===== src/design/stsb_pkg.sv =====
package stsb_pkg;

  // 7-bit register addresses carried in the first frame byte
  localparam logic [6:0] ADDR_SCRATCH = 7'h1e;
  localparam logic [6:0] ADDR_SUP_B   = 7'h40;
  localparam logic [6:0] ADDR_SUP_A   = 7'h41;
  localparam logic [6:0] ADDR_THERM   = 7'h42;

  // frame layout: address in bits 6:0, access bit 7, data in bits 15:8
  localparam int unsigned FRAME_BITS     = 16;
  localparam int unsigned FRAME_ADDR_LEN = 8;

  // supply_fail_status_b field positions
  localparam int unsigned SB_BATTERY_LOW  = 6;
  localparam int unsigned SB_REG3_OC      = 4;
  localparam int unsigned SB_REG3_UV      = 3;
  localparam int unsigned SB_REG3_OT      = 2;
  localparam int unsigned SB_MAIN_OV      = 1;
  localparam int unsigned SB_MAIN_PREWARN = 0;

  // supply_fail_status_a field positions
  localparam int unsigned SA_POR         = 7;
  localparam int unsigned SA_SW_LOW      = 6;
  localparam int unsigned SA_SW_HIGH     = 5;
  localparam int unsigned SA_REG2_OT     = 4;
  localparam int unsigned SA_REG2_UV     = 3;
  localparam int unsigned SA_MAIN_SHORT  = 2;
  localparam int unsigned SA_MAIN_FS_UV  = 1;
  localparam int unsigned SA_MAIN_UV     = 0;

  // thermal_protect_status field positions
  localparam int unsigned TH_SHUT2   = 2;
  localparam int unsigned TH_SHUT1   = 1;
  localparam int unsigned TH_PREWARN = 0;

  // implemented bits; the rest are reserved and read zero
  localparam logic [7:0] SUP_B_MASK = 8'h5f;
  localparam logic [7:0] SUP_A_MASK = 8'hff;
  localparam logic [7:0] THERM_MASK = 8'h07;

  // reset values
  localparam logic [7:0] SCRATCH_POR = 8'h00;
  localparam logic [7:0] SUP_B_RST   = 8'h00;
  localparam logic [7:0] SUP_A_POR   = 8'h80;
  localparam logic [7:0] SUP_A_SOFT  = 8'h00;
  localparam logic [7:0] THERM_RST   = 8'h00;

  // timing
  localparam int unsigned CLK_FREQ_KHZ     = 10000;
  localparam int unsigned SHORT_TIME_MS    = 4;
  localparam int unsigned SHORT_CYCLES     = SHORT_TIME_MS * CLK_FREQ_KHZ;
  localparam int unsigned UV_FAILSAFE_CNT  = 4;

  typedef enum logic [2:0] {
    STSB_MODE_INIT,
    STSB_MODE_NORMAL,
    STSB_MODE_STOP,
    STSB_MODE_SLEEP,
    STSB_MODE_RESTART,
    STSB_MODE_FAILSAFE
  } stsb_mode_type;

  typedef struct packed {
    logic battery_low;
    logic reg3_overcurrent;
    logic reg3_undervoltage;
    logic reg3_overtemp;
    logic main_reg_overvoltage;
    logic main_reg_prewarn;
    logic switch_supply_low;
    logic switch_supply_high;
    logic reg2_overtemp;
    logic reg2_undervoltage;
    logic thermal_prewarning;
    logic thermal_shutdown_level1;
    logic thermal_shutdown_level2;
  } stsb_event_type;

  typedef struct packed {
    logic [7:0] data;
    logic       access;
    logic [6:0] addr;
  } stsb_frame_type;

endpackage


===== src/design/stsb_spi_frame.sv =====
`timescale 1ns/100ps
module stsb_spi_frame (
  input  wire logic                    clk_sys_i,
  input  wire logic                    rst_n_i,
  input  wire logic                    spi_sck_i,
  input  wire logic                    spi_csn_i,
  input  wire logic                    spi_mosi_i,
  input  wire logic [7:0]              tx_data_i,
  output logic                         spi_miso_o,
  output logic [6:0]                   addr_o,
  output stsb_pkg::stsb_frame_type     frame_o,
  output logic                         frame_done_o
);
  import stsb_pkg::*;

  logic        sck_q;
  logic        csn_q;
  logic [4:0]  bit_cnt;
  logic [15:0] rx;
  logic [6:0]  tx_sh;

  localparam logic [4:0] CNT_FULL = 5'(FRAME_BITS);
  localparam logic [4:0] CNT_ADDR = 5'(FRAME_ADDR_LEN);

  wire sck_rise    = spi_sck_i & ~sck_q & ~spi_csn_i;
  wire sck_fall    = ~spi_sck_i & sck_q & ~spi_csn_i;
  wire frame_start = ~spi_csn_i & csn_q;
  wire frame_end   = spi_csn_i & ~csn_q;

  assign addr_o = rx[6:0];

  // lsb first, sampled on sck rise, shifted out on sck fall
  // bit count saturates one past full so long frames are dropped
  always_ff @(posedge clk_sys_i) begin
    if (!rst_n_i) begin
      sck_q        <= 1'b0;
      csn_q        <= 1'b1;
      bit_cnt      <= 5'h00;
      rx           <= 16'h0000;
      tx_sh        <= 7'h00;
      spi_miso_o   <= 1'b0;
      frame_o      <= '0;
      frame_done_o <= 1'b0;
    end else begin
      sck_q        <= spi_sck_i;
      csn_q        <= spi_csn_i;
      frame_done_o <= 1'b0;
      if (frame_start) begin
        bit_cnt    <= 5'h00;
        tx_sh      <= 7'h00;
        spi_miso_o <= 1'b0;
      end else if (sck_rise) begin
        if (bit_cnt < CNT_FULL) begin
          rx[bit_cnt[3:0]] <= spi_mosi_i; // [RULE5] [RULE6]
        end
        if (bit_cnt <= CNT_FULL) begin
          bit_cnt <= bit_cnt + 5'h01;
        end
      end else if (sck_fall) begin
        if (bit_cnt == CNT_ADDR) begin
          spi_miso_o <= tx_data_i[0]; // [RULE6]
          tx_sh      <= tx_data_i[7:1];
        end else begin
          spi_miso_o <= tx_sh[0];
          tx_sh      <= {1'b0, tx_sh[6:1]};
        end
      end
      if (frame_end && bit_cnt == CNT_FULL) begin
        frame_o      <= rx; // [RULE5]
        frame_done_o <= 1'b1;
      end
    end
  end

endmodule


===== src/design/stsb_bank.sv =====
// Overview of operation
// [RULE1] host scratch byte, zero at power-up, unused internally
// [RULE2] scratch byte survives soft reset
// [RULE3] scratch reachable only in normal mode
// [RULE4] mode transitions never clear scratch byte
// [RULE5] frame: 7-bit address, access bit, data byte
// [RULE6] data bits D0..D7 sit at frame 8..15
// [RULE7] access bit zero reads without altering
// [RULE8] access bit one clears whole status byte
// [RULE9] status flags sticky until host clears
// [RULE10] reserved status bits always read zero
// [RULE11] supply b flags set on detection
// [RULE12] supply a regulator and switch flags set
// [RULE13] power-on flag 0x80 at por, soft reset zero
// [RULE14] short flag after over 4 ms low
// [RULE15] flag failsafe entry on fourth undervoltage reset
// [RULE16] undervoltage flag update gated by mode
// [RULE17] no main regulator flags while off in sleep; main_reg_prewarn and uv_fourth still set their flags there
// [RULE18] thermal flags set, level two forces failsafe
// [RULE19] thermal flags held until host clears
`timescale 1ns/100ps
module stsb_bank #(
  parameter int unsigned SHORT_CYCLES_P = stsb_pkg::SHORT_CYCLES
) (
  input  wire logic                    clk_sys_i,
  input  wire logic                    rst_n_i,
  input  wire logic                    soft_reset_i,
  input  wire stsb_pkg::stsb_mode_type mode_i,
  input  wire stsb_pkg::stsb_event_type events_i,
  input  wire logic                    main_reg_on_i,
  input  wire logic                    main_below_reset_i,
  input  wire logic                    main_uv_reset_i,
  input  wire logic                    reset_output_released_i,
  input  wire logic                    spi_sck_i,
  input  wire logic                    spi_csn_i,
  input  wire logic                    spi_mosi_i,
  output logic                         spi_miso_o,
  output logic                         failsafe_request_o
);
  import stsb_pkg::*;

  localparam logic [15:0] SHORT_LIMIT = 16'(SHORT_CYCLES_P);
  localparam logic [2:0]  UV_LAST     = 3'(UV_FAILSAFE_CNT - 1);

  logic [7:0]     host_scratch_value;
  logic [7:0]     sup_b;
  logic [7:0]     sup_a;
  logic [7:0]     therm;
  logic           rst_out_seen;
  logic [15:0]    short_cnt;
  logic [2:0]     uv_cnt;
  logic [7:0]     rd_data;
  logic [6:0]     cur_addr;
  stsb_frame_type frame;
  logic           frame_done;

  logic [7:0]     set_b;
  logic [7:0]     set_a;
  logic [7:0]     set_t;
  logic [7:0]     next_sup_b;
  logic [7:0]     next_sup_a;
  logic [7:0]     next_therm;
  logic [7:0]     next_scratch;
  logic [15:0]    next_short_cnt;
  logic [2:0]     next_uv_cnt;

  stsb_spi_frame u_frame (
    .clk_sys_i    (clk_sys_i),
    .rst_n_i      (rst_n_i),
    .spi_sck_i    (spi_sck_i),
    .spi_csn_i    (spi_csn_i),
    .spi_mosi_i   (spi_mosi_i),
    .tx_data_i    (rd_data),
    .spi_miso_o   (spi_miso_o),
    .addr_o       (cur_addr),
    .frame_o      (frame),
    .frame_done_o (frame_done)
  );

  // mode decode
  wire in_init     = (mode_i == STSB_MODE_INIT);
  wire in_normal   = (mode_i == STSB_MODE_NORMAL);
  wire in_stop     = (mode_i == STSB_MODE_STOP);
  wire in_sleep    = (mode_i == STSB_MODE_SLEEP);
  wire in_restart  = (mode_i == STSB_MODE_RESTART);

  // access decode at the end of a complete frame
  wire clear_cmd   = frame_done & frame.access; // [RULE5] [RULE8]
  wire hit_scratch = (frame.addr == ADDR_SCRATCH);
  wire clr_b       = clear_cmd & (frame.addr == ADDR_SUP_B);
  wire clr_a       = clear_cmd & (frame.addr == ADDR_SUP_A);
  wire clr_t       = clear_cmd & (frame.addr == ADDR_THERM);
  wire wr_scratch  = clear_cmd & hit_scratch & in_normal; // [RULE3]

  // main regulator off in sleep masks its comparators
  wire main_off_sleep = in_sleep & ~main_reg_on_i; // [RULE17]

  // short detection: low for the whole window after switch-on
  wire short_run  = main_reg_on_i & main_below_reset_i;
  wire short_cond = short_run & (short_cnt == SHORT_LIMIT); // [RULE14]

  // a short overrides the mode gating, restart included
  wire uv_update = ~main_off_sleep &
                   ((in_init & rst_out_seen) | in_normal | in_stop | short_cond); // [RULE16]

  wire uv_fourth = main_uv_reset_i & (uv_cnt == UV_LAST); // [RULE15]

  assign next_short_cnt = !short_run ? 16'h0000 :
                          (short_cnt == SHORT_LIMIT) ? short_cnt :
                          short_cnt + 16'h0001;

  assign next_uv_cnt = in_normal ? 3'h0 :
                       (main_uv_reset_i && uv_cnt < UV_LAST) ? uv_cnt + 3'h1 :
                       uv_cnt;

  // supply b detections
  assign set_b[7]               = 1'b0;
  assign set_b[SB_BATTERY_LOW]  = events_i.battery_low; // [RULE11]
  assign set_b[5]               = 1'b0;
  assign set_b[SB_REG3_OC]      = events_i.reg3_overcurrent; // [RULE11]
  assign set_b[SB_REG3_UV]      = events_i.reg3_undervoltage; // [RULE11]
  assign set_b[SB_REG3_OT]      = events_i.reg3_overtemp; // [RULE11]
  assign set_b[SB_MAIN_OV]      = events_i.main_reg_overvoltage & ~main_off_sleep; // [RULE17]
  assign set_b[SB_MAIN_PREWARN] = events_i.main_reg_prewarn; // [RULE11]

  // supply a detections
  assign set_a[SA_POR]         = 1'b0;
  assign set_a[SA_SW_LOW]      = events_i.switch_supply_low; // [RULE12]
  assign set_a[SA_SW_HIGH]     = events_i.switch_supply_high; // [RULE12]
  assign set_a[SA_REG2_OT]     = events_i.reg2_overtemp; // [RULE12]
  assign set_a[SA_REG2_UV]     = events_i.reg2_undervoltage; // [RULE12]
  assign set_a[SA_MAIN_SHORT]  = short_cond & ~main_off_sleep; // [RULE14] [RULE17]
  assign set_a[SA_MAIN_FS_UV]  = uv_fourth; // [RULE15]
  assign set_a[SA_MAIN_UV]     = main_below_reset_i & uv_update; // [RULE16]

  // thermal detections
  assign set_t[7:3]        = 5'h00;
  assign set_t[TH_SHUT2]   = events_i.thermal_shutdown_level2; // [RULE18]
  assign set_t[TH_SHUT1]   = events_i.thermal_shutdown_level1; // [RULE18]
  assign set_t[TH_PREWARN] = events_i.thermal_prewarning; // [RULE18]

  // a detection in the clearing cycle wins over the clear
  assign next_sup_b = ((sup_b & ~{8{clr_b}}) | set_b) & SUP_B_MASK; // [RULE8] [RULE9] [RULE10]
  assign next_sup_a = ((sup_a & ~{8{clr_a}}) | set_a) & SUP_A_MASK; // [RULE8] [RULE9]
  assign next_therm = ((therm & ~{8{clr_t}}) | set_t) & THERM_MASK; // [RULE8] [RULE19] [RULE10]

  assign next_scratch = wr_scratch ? frame.data : host_scratch_value; // [RULE6]

  // read mux; the address byte is complete when the data byte starts
  always_comb begin
    if (cur_addr == ADDR_SCRATCH) begin
      rd_data = in_normal ? host_scratch_value : 8'h00; // [RULE3]
    end else if (cur_addr == ADDR_SUP_B) begin
      rd_data = sup_b; // [RULE7]
    end else if (cur_addr == ADDR_SUP_A) begin
      rd_data = sup_a; // [RULE7]
    end else if (cur_addr == ADDR_THERM) begin
      rd_data = therm; // [RULE7]
    end else begin
      rd_data = 8'h00;
    end
  end

  // only power-on reset and a host write in normal mode touch the scratch byte; modes never do
  always_ff @(posedge clk_sys_i) begin
    if (!rst_n_i) begin
      host_scratch_value <= SCRATCH_POR; // [RULE1]
    end else begin
      host_scratch_value <= next_scratch; // [RULE2] [RULE4]
    end
  end

  always_ff @(posedge clk_sys_i) begin
    if (!rst_n_i) begin
      sup_b <= SUP_B_RST;
      sup_a <= SUP_A_POR; // [RULE13]
      therm <= THERM_RST;
    end else if (soft_reset_i) begin
      sup_b <= SUP_B_RST;
      sup_a <= SUP_A_SOFT; // [RULE13]
      therm <= THERM_RST;
    end else begin
      sup_b <= next_sup_b;
      sup_a <= next_sup_a;
      therm <= next_therm;
    end
  end

  // first release of the reset output during init
  always_ff @(posedge clk_sys_i) begin
    if (!rst_n_i) begin
      rst_out_seen <= 1'b0;
    end else if (in_restart) begin
      rst_out_seen <= 1'b0;
    end else if (in_init && reset_output_released_i) begin
      rst_out_seen <= 1'b1; // [RULE16]
    end
  end

  always_ff @(posedge clk_sys_i) begin
    if (!rst_n_i) begin
      short_cnt          <= 16'h0000;
      uv_cnt             <= 3'h0;
      failsafe_request_o <= 1'b0;
    end else begin
      short_cnt          <= next_short_cnt;
      uv_cnt             <= next_uv_cnt;
      failsafe_request_o <= uv_fourth | events_i.thermal_shutdown_level2; // [RULE18] [RULE15]
    end
  end
endmodule


===== config.mk =====
export PLATFORM = sky130hd
export DESIGN_NAME = stsb_bank
export DESIGN_NICKNAME = d
export VERILOG_FILES = /design/src/design/stsb_pkg.sv /design/src/design/stsb_spi_frame.sv /design/src/design/stsb_bank.sv
export SDC_FILE = /design/constraint.sdc
export NUM_CORES = 1
export LEC_CHECK = 0
export ABC_CLOCK_PERIOD_IN_PS = 1700
export BUFFER_PORTS_ARGS = -buffer_cell sky130_fd_sc_hd__buf_4
export CORE_UTILIZATION = 38
export DETAILED_ROUTE_END_ITERATION = 8
export GPL_TIMING_DRIVEN = 0
export MAX_ROUTING_LAYER = met4
export PLACE_DENSITY = 0.65
export REMOVE_ABC_BUFFERS = 1
export SLEW_MARGIN = 15
export SYNTH_ARGS = -nofsm -noshare
export SYNTH_HDL_FRONTEND = slang
export SYNTH_SLANG_ARGS = --single-unit

===== constraint.sdc =====
create_clock -name clk_sys_i -period 1.7 [get_ports clk_sys_i]
set_input_delay 0.17 -clock clk_sys_i [delete_from_list [all_inputs] [get_ports clk_sys_i]]
set_output_delay 0.17 -clock clk_sys_i [all_outputs]
set_load 0.005 [all_outputs]

Word level (Yosys, flattened, before mapping)
Index checks and enable logic that the tools add are counted.
{"block": "classes", "n_lt_le_gt_ge": 5, "n_reduce_logical": 13, "mux": 12, "add_sub_neg": 3, "bitwise": 43, "n_eq_ne": 16}
{"operator": "$eq A7 B7 Y1 const B", "n": 6}
{"operator": "$mux W8", "n": 5}
{"operator": "$and A1 B1 Y1", "n": 21}
{"operator": "$add A16 B1 Y16 const B", "n": 1}
{"operator": "$bwmux W16", "n": 1}
{"operator": "$eq A16 B16 Y1 const B", "n": 1}
{"operator": "$eq A7 B5 Y1 const B", "n": 2}
{"operator": "$eq A3 B2 Y1 const B", "n": 3}
{"operator": "$not A1 Y1", "n": 9}
{"operator": "$and A8 B8 Y8", "n": 1}
{"operator": "$not A8 Y8", "n": 1}
{"operator": "$or A8 B7 Y8", "n": 1}
{"operator": "$reduce_or A2 Y1", "n": 4}
{"operator": "$and A7 B7 Y7", "n": 1}
{"operator": "$mux W7", "n": 1}
{"operator": "$not A7 Y7", "n": 1}
{"operator": "$or A7 B7 Y7", "n": 1}
{"operator": "$reduce_and A2 Y1", "n": 3}
{"operator": "$add A5 B1 Y5 const B", "n": 1}
{"operator": "$eq A5 B4 Y1 const B", "n": 1}
{"operator": "$eq A5 B5 Y1 const B", "n": 1}
{"operator": "$le A5 B5 Y1 const B", "n": 1}
{"operator": "$lt A4 B5 Y1 const B", "n": 1}
{"operator": "$lt A5 B5 Y1 const B", "n": 1}
{"operator": "15 further kinds", "n": 23}
{"block": "word_totals", "reg_bits": 94, "input_bits": 26, "out_inout_bits": 2}

Depth between registers and ports, before layout
Gate-level depths: netlist of run 1.
{"block": "logic_depth", "ltp_word": 9, "ltp_mapped": 7}

Modules after synthesis
A second synthesis of run 1 with hierarchy kept.
{"block": "hier_totals", "hier_cells": 452, "area_unflattened_um2": 4186.5}
{"module": "stsb_bank", "area_each_um2": 2103.3, "cells_per_inst": 239, "instances": 1}
{"module": "stsb_spi_frame", "area_each_um2": 2083.2, "cells_per_inst": 213, "instances": 1}

Worst setup path before layout of run 1
OpenSTA, ideal clock, no wires.
{"block": "synth_path", "path_kind": "reg2reg", "start": "register u_frame.bit_cnt[0]", "end": "register u_frame.frame_o[6] (netlist name)", "required_ps": 1572, "n_path_buf": 1, "path_slack_ps": -148, "t_arrival_ps": 1720, "stages_incl_launch_ff": 6, "cell_sequence": "dfxtp_1 or4_4 nor3_4 buf_12 mux2i_1 nor2_1"}
{"block": "synth_between", "elab_chain_len": 2}
{"item": "start, declared", "line_no": "stsb_spi_frame.sv:18", "text": "logic [4:0] bit_cnt;"}
{"item": "start signal, assigned", "line_no": "stsb_spi_frame.sv:57", "text": "bit_cnt <= bit_cnt + 5'h01;"}
{"item": "$eq A5 B5 Y1", "line_no": "stsb_spi_frame.sv:68", "text": "if (frame_end && bit_cnt == CNT_FULL) begin"}
{"item": "$logic_and A1 B1 Y1", "line_no": "stsb_spi_frame.sv:68"}
{"item": "end signal, assigned", "line_no": "stsb_spi_frame.sv:69", "text": "frame_o <= rx;"}
{"item": "end, declared", "line_no": "stsb_spi_frame.sv:11", "text": "output stsb_pkg::stsb_frame_type frame_o,"}
No other way between the ends.
A chain may end at the register's enable or synchronous reset.

Worst setup path in the final report of run 1
{"block": "layout_path", "start": "register u_frame.bit_cnt[0]", "end": "register u_frame.frame_o[15] (netlist name)"}
Same word-level chain as after synthesis.

==> metrics.txt, run 1 <==
# rows=37; largest net degree at the start of global routing=31; share of layout cells above drive strength 1=0.187; layout net count=515; most used routing layer=met2; Avg Cell Area, Syn=9.19 µm²; period utilization=1.01; Reg2Reg Capture Point=u_frame.frame_o[15]; CTS tree=done; max_cap viols=0; Reg2Reg Depth=6; Die Wd=106 µm; Synth Register Bits=94; WHS Path Cells=3; Worst VDD drop=0.499 mV; wire length per cell=15.4 µm; Final Max Slew Viols=0; clk_lat worst skew=0.37 ns; Static Leak=0.00186 µW; YS warnings=0; vias in the first global route=3,152; setup slack, reg-to-reg=-0.02 ns; ys async rst share=0; pwr dens=853 nW/µm²; Antenna diodes=0; status=finished with violations; Final Power=4230 µW; post-detailed-route count of antenna-violating nets=0; initial antenna violation count=0; via count=3,312; final count of hold timing violations=0; Slew HR=0.526; CP endpoint kind=flip-flop; Core ar.=10,400 µm²; routed vias/inst=5.32; violation count after the first detailed-route iteration=147; class of the most critical setup path=flip-flop to flip-flop; Post-Syn Instances=446; grt met3 use=0.0464; top cells by area, synth=dfxtp_1 (46%), mux2i_1 (11%), nor2_1 (6.2%), nand2_1 (4.7%), a21oi_1 (3.4%); setup ws final=-0.0214 ns; number of flops mapped to enable cells by yosys=0; Post-Route Skew=0.0115 ns; worst hold path class=input pin to flip-flop; Fmax=0.581 GHz; DIE AREA=11,200 µm²; Worst Path Max Fanout=7; post-synth top area cell=dfxtp_1; met1 Track Usage GR=0.216; CTS sink cnt=94; HPWL after DPL=6.16 mm; I/O Pins=28; grt met2 use=0.283; drt total wl=9.59 mm; failing checks=negative setup slack; H-tree depth=3; post-layout minimum cycle time=1.72 ns; Initial Utilization=0.395; unrepaired setup endpoints after global routing=true; GRT Util Overall=0.177; min-delay src=events_i[9]; Crit path arrival time=1.97 ns; Root Buffer=clkbuf_8; port buffer count=27; clock slew at reported path FFs=0.09 ns; Placer Congestion=0.819; proportion of netlist area held by the largest area contributor=0.459; Die Ht=106 µm; Crit path required time=1.94 ns; WHS Endpoint=sup_b[2]; CP Launch Type=flip-flop; TritonRoute pass-1 iters=5; ys flop type=dfxtp_1; Slew @ Worst Pin=0.707 ns; DRC=0; Critical R2R Launch=u_frame.bit_cnt[0]; Seq/Total Area, Yosys=0.459; number of library cell types mapped by synthesis=50; final setup fails=10; clock buffer depth=2; Place WS=-0.683 ns; area grow syn2layout=20.9%; TritonCTS buffer count=9; total gr overflow=0; Synth Cell Area=4100 µm²; first-pass GRT wire length=15.0 mm
area by class of cell:
class	instances	area (µm²)
Clock buffer	12	165
Clock inverter	4	76.3
Fill cell	993	5410
Inverter	8	33.8
Multi-Input combinational cell	323	2210
Sequential cell	94	1900
Tap cell	136	170
Timing Repair Buffer	44	394
Timing Repair inverter	1	5.00
worst max-delay path by stage:
stage                     cells after the start             endpoint               start
after floorplan                               4   u_frame.frame_o[0]  u_frame.bit_cnt[0]
after global placement                        4   u_frame.frame_o[5]  u_frame.bit_cnt[2]
after detailed placement                      4  u_frame.frame_o[15]  u_frame.bit_cnt[2]
after CTS                                     5   u_frame.frame_o[0]  u_frame.bit_cnt[0]
after global routing                          6   u_frame.frame_o[0]  u_frame.bit_cnt[1]
final                                         6  u_frame.frame_o[15]  u_frame.bit_cnt[0]
per-layer routing:
layer,vias up,part of all wire
met2,56,0.47
met4,0,0.021
met1,1600,0.48
met5,-,0
li1,1641,-
met3,15,0.032
logic make-up after synthesis:
group,Yosys count,share of synthesized area
multiplexers,47,0.116
adder cells (fa/ha/maj),8,0.0244
buffers and inverters,29,0.0321
XOR/XNOR,16,0.0342
AND/OR/NAND/NOR,192,0.239
flip-flops,94,0.459
AO/OA/AOI/OAI,60,0.0953
state kept, by name, indices dropped and copies added, names as in the netlist:
name	flops
failsafe_request_o	1
host_scratch_value	8
rst_out_seen	1
short_cnt	16
sup_a	8
sup_b	6
therm	3
u_frame.bit_cnt	5
u_frame.csn_q	1
u_frame.frame_done_o	1
u_frame.frame_o	16
u_frame.rx	16
u_frame.sck_q	1
u_frame.spi_miso_o	1
u_frame.tx_sh	7
uv_cnt	3
critical path, stage by stage, from the launching register on:
cell and delay (ns):
dfxtp_4 0.37, or4_4 0.54, nor3_4 0.16, buf_6 0.14, buf_12 0.13, mux2i_1 0.20, nor2_1 0.06
layout by cell type (no fill, tap or decap), drive strengths merged, types with 4 or more instances in the layout:
master and count:
o221ai 6, and3 4, nor4 6, o21ai 6, clkbuf 12, nand4 7, xor2 12, a21oi 28
xnor2 4, inv 8, nand3b 6, a221oi 6, nand3 16, mux2i 44, nor2b 5, nor2 68
dfxtp 94, buf 41, nand2 51, ha 8, nor4b 5
report_power, final:
group	switching, µW	internal [µW]
logic	125	101
registers	26.9	2230
clock network	791	955
total	943	3280
metrics by stage:
| step | instance area, µm² | TNS [ns] | hold slack (ns) | cells | util |
|---|---|---|---|---|---|
| finish | 4960 | -0.0984 | 0.0123 | 622 | 0.478 |
| CTS | 4890 | -0.544 | 0.00199 | 617 | 0.472 |
| detailed placement | 4370 | -21.05 | 0.389 | 588 | 0.421 |
| global route | 4960 | -0.737 | 0.00218 | 622 | 0.478 |
| global placement | 4370 | -20.36 | 0.380 | 588 | 0.421 |
| floorplan | 4000 | -4.93 | 0.232 | 425 | - |
synthesized netlist by cell type, types with 4 or more instances:
cell and count:
a21oi_1 28, a221oi_1 6, and3_1 4, clkbuf_1 16, dfxtp_1 94, ha_1 8
inv_1 8, mux2i_1 44, nand2_1 51, nand3_1 16, nand3b_1 6, nand4_1 7
nor2_1 68, nor2b_1 5, nor4_1 5, nor4b_1 5, o21ai_0 6, o221ai_1 6
xnor2_1 4, xor2_1 12
timing repair:
| item | CTS | global route |
|---|---|---|
| gates cloned | 1 | 1 |
| hold endpoints to repair | 1 | 2 |
| endpoints found under the setup margin | 58 | 31 |
| hold buffers | 1 | 2 |
| setup buffers | 11 | 2 |
| pin swaps | 6 | 3 |
| gates resized for setup | 31 | 6 |
No activity file was read; power rests on OpenSTA's default activity.
==> run 2, diff against run 1 <==
--- a/config.mk
+++ b/config.mk
@@ -5,6 +5,7 @@
 export SDC_FILE = /design/constraint.sdc
 export NUM_CORES = 1
 export LEC_CHECK = 0
+export ABC_AREA = 1
 export ABC_CLOCK_PERIOD_IN_PS = 1700
 export BUFFER_PORTS_ARGS = -buffer_cell sky130_fd_sc_hd__buf_4
 export CORE_UTILIZATION = 38
==> metrics.txt, run 2 <==
proportion of netlist area held by the largest area contributor=0.442 (was 0.459); initial antenna violation count=0 (unchanged); Synth Register Bits=94 (unchanged); share of layout cells above drive strength 1=0.180 (was 0.187); non-filler cells, final=761 (was 622); Static Leak=0.00192 µW (was 0.00186 µW); drt total wl=10.3 mm (was 9.59 mm); crit-path cells=inv_4 > ha_4 > inv_2 > nor3_4 > buf_4 > o21ai_0 > o21bai_2 > a21oi_1 (was or4_4 > nor3_4 > buf_6 > buf_12 > mux2i_1 > nor2_1); Place WS=-0.655 ns (was -0.683 ns); Root Buffer=clkbuf_8 (unchanged); top cells by area, synth=dfxtp_1 (44%), nand2_1 (7.3%), a21oi_1 (7.2%), nor2_1 (6.8%), nand3_1 (5.3%) (was dfxtp_1 (46%), mux2i_1 (11%), nor2_1 (6.2%), nand2_1 (4.7%), a21oi_1 (3.4%)); DIE AREA=11,600 µm² (was 11,200 µm²); I/O Pins=28 (unchanged); CP Launch Type=flip-flop (unchanged); Seq/Total Area, Yosys=0.442 (was 0.459); WHS=0.0225 ns (was 0.0123 ns); clock buffer depth=2 (unchanged); commonest non-fill, non-tap cell in the layout=dfxtp_1 (unchanged); slowest cell delay on critical path=0.37 ns (was 0.54 ns); DP Cell Count=734 (was 588); Slew HR=0.609 (was 0.526); Die Wd=108 µm (was 106 µm); # rows=38 (was 37); ys async rst share=0 (unchanged); class of the most critical setup path=flip-flop to flip-flop (unchanged); Placer Congestion=0.822 (was 0.819); setup ws final=0.0670 ns (was -0.0214 ns); pwr dens=810 nW/µm² (was 853 nW/µm²); Crit path required time=1.98 ns (was 1.94 ns); number of flops mapped to enable cells by yosys=0 (unchanged); Slew @ Worst Pin=0.583 ns (was 0.707 ns); status=finished, final reports clean (was finished with violations); Post-Syn Instances=581 (was 446); slowest stage cell, crit path=dfxtp_4 (was or4_4); worst hold path class=input pin to flip-flop (unchanged); routed vias/inst=5.08 (was 5.32); clock slew at reported path FFs=0.09 ns (about the same); Antenna diodes=0 (unchanged); commonest non-fill, non-tap cells in the layout=dfxtp_1 (89), nand2_1 (83), nor2_1 (76), a21oi_1 (61), inv_1 (56) (was dfxtp_1 (86), nor2_1 (68), nand2_1 (51), mux2i_1 (44), buf_4 (35)); post-detailed-route count of antenna-violating nets=0 (unchanged); H-tree depth=3 (unchanged); Worst VDD drop=0.542 mV (was 0.499 mV); max_cap viols=0 (unchanged); Synth Cell Area=4250 µm² (was 4100 µm²); Post-Route Skew=0.0100 ns (was 0.0115 ns); Final Max Slew Viols=0 (unchanged); HPWL after DPL=7.04 mm (was 6.16 mm); TritonRoute pass-1 iters=4 (was 5); YS warnings=0 (unchanged); clk_lat worst skew=0.35 ns (was 0.37 ns); CP endpoint kind=flip-flop (unchanged); vias in the first global route=3,596 (was 3,152); Reg2Reg Depth=8 (was 6); CTS sink cnt=94 (unchanged); violation count after the first detailed-route iteration=195 (was 147); number of fill cells in the layout=1,070 (was 993); TNS Setup=0 ns (was -0.0984 ns); Core ar.=10,900 µm² (was 10,400 µm²); post-synth top area cell=dfxtp_1 (unchanged); Crit path arrival time=1.91 ns (was 1.97 ns); largest net degree at the start of global routing=27 (was 31); via count=3,864 (was 3,312); first-pass GRT wire length=16.9 mm (was 15.0 mm); total gr overflow=0 (unchanged); GRT Util Overall=0.190 (was 0.177); DRC=0 (unchanged); Util after Layout=0.450 (was 0.478); Initial Utilization=0.391 (was 0.395); final count of hold timing violations=0 (unchanged); Synth top cells by count=dfxtp_1 (94), nand2_1 (83), nor2_1 (77), a21oi_1 (61), inv_1 (59) (was dfxtp_1 (94), nor2_1 (68), nand2_1 (51), mux2i_1 (44), a21oi_1 (28)); port buffer count=27 (unchanged); CTS tree=done (unchanged); Largest regs=short_cnt: 16 flops, u_frame.frame_o: 16 flops, u_frame.rx: 16 flops (unchanged); Fmax=0.612 GHz (was 0.581 GHz); Worst Path Max Fanout=7 (unchanged); number of library cell types mapped by synthesis=33 (was 50); wire length per cell=13.5 µm (was 15.4 µm); Die Ht=108 µm (was 106 µm); Avg Cell Area, Syn=7.32 µm² (was 9.19 µm²); WHS Path Cells=3 (unchanged); area grow syn2layout=15.1% (was 20.9%); layout net count=650 (was 515); count leader, synth=dfxtp_1 (unchanged); period utilization=0.961 (was 1.01); final setup fails=0 (was 10); post-layout minimum cycle time=1.63 ns (was 1.72 ns); ys flop type=dfxtp_1 (unchanged); TritonCTS buffer count=9 (unchanged)
-- run 2: where the power goes --
part	internal (µW)	total, µW	leakage (µW)	switching (µW)
Combinational	84.6	210	0.00106	125
Sequential	2230	2250	0.000764	21.4
Clock	686	1500	0.0000996	817
-- run 2: kinds of logic (layout without fill, tap and decap cells) --
kind of cell	after synthesis	after routing	share of synthesized area
buffers and inverters	92	131	0.0891
AOI/OAI and AO/OA	131	131	0.169
xor gates and xnor gates	1	1	0.00206
and+or+nand+nor	255	256	0.274
DFF	94	94	0.442
adders and majority gates	8	8	0.0235
-- run 2: critical path, delay by kind of cell, from the launching register on --
family	cells	cell delay, ns
compound gates	3	0.43
fa+ha+maj	1	0.13
buf+inv	3	0.30
flops	1	0.37
simple gates	1	0.32
-- run 2: final cells by class --
type | instances | area (µm²) | area share
multi-input combinational | 396 | 2050 | 0.419
inverter | 78 | 295 | 0.0603
sequential | 94 | 1890 | 0.386
timing repair buffer | 37 | 284 | 0.0580
clock inverter | 7 | 73.8 | 0.0151
tap | 140 | 175 | 0.0358
clock buffer | 9 | 124 | 0.0253
-- run 2: worst paths after layout --
check,startpoint,slack (ns),endpoint
setup / recovery,u_frame.bit_cnt[0],0.07,u_frame.tx_sh[2]
hold / removal,events_i[9],0.02,sup_b[2]
setup reg to reg,u_frame.bit_cnt[0],0.07,u_frame.tx_sh[2]
hold reg to reg,sup_a[0],0.47,sup_a[0]
-- run 2: layer usage --
| metal | track usage | share of wire | up-vias |
|---|---|---|---|
| li1 | - | - | 1975 |
| met1 | 0.234 | 0.45 | 1789 |
| met2 | 0.316 | 0.49 | 88 |
| met3 | 0.0406 | 0.047 | 12 |
| met4 | 0.0460 | 0.0094 | 0 |
| met5 | - | 0 | - |
-- run 2: metrics by stage --
| stage | power, µW | area, µm² |
|---|---|---|
| 2_1_floorplan | 2400 | 4170 |
| 3_3_place_gp | 2490 | 4550 |
| 3_5_place_dp | 2500 | 4550 |
| 4_1_cts | 3990 | 4800 |
| 5_1_grt | 4110 | 4890 |
| 6_report | 3970 | 4890 |
-- run 2: timing repair --
item                                    in CTS  in global routing
pin swaps                                    3                  4
gates cloned                                 1                  0
endpoints found under the hold margin        0                  1
endpoints found under the setup margin      22                 17
resized for setup                            3                 17
buffers inserted                             4                  5
hold buffers                                 0                  1
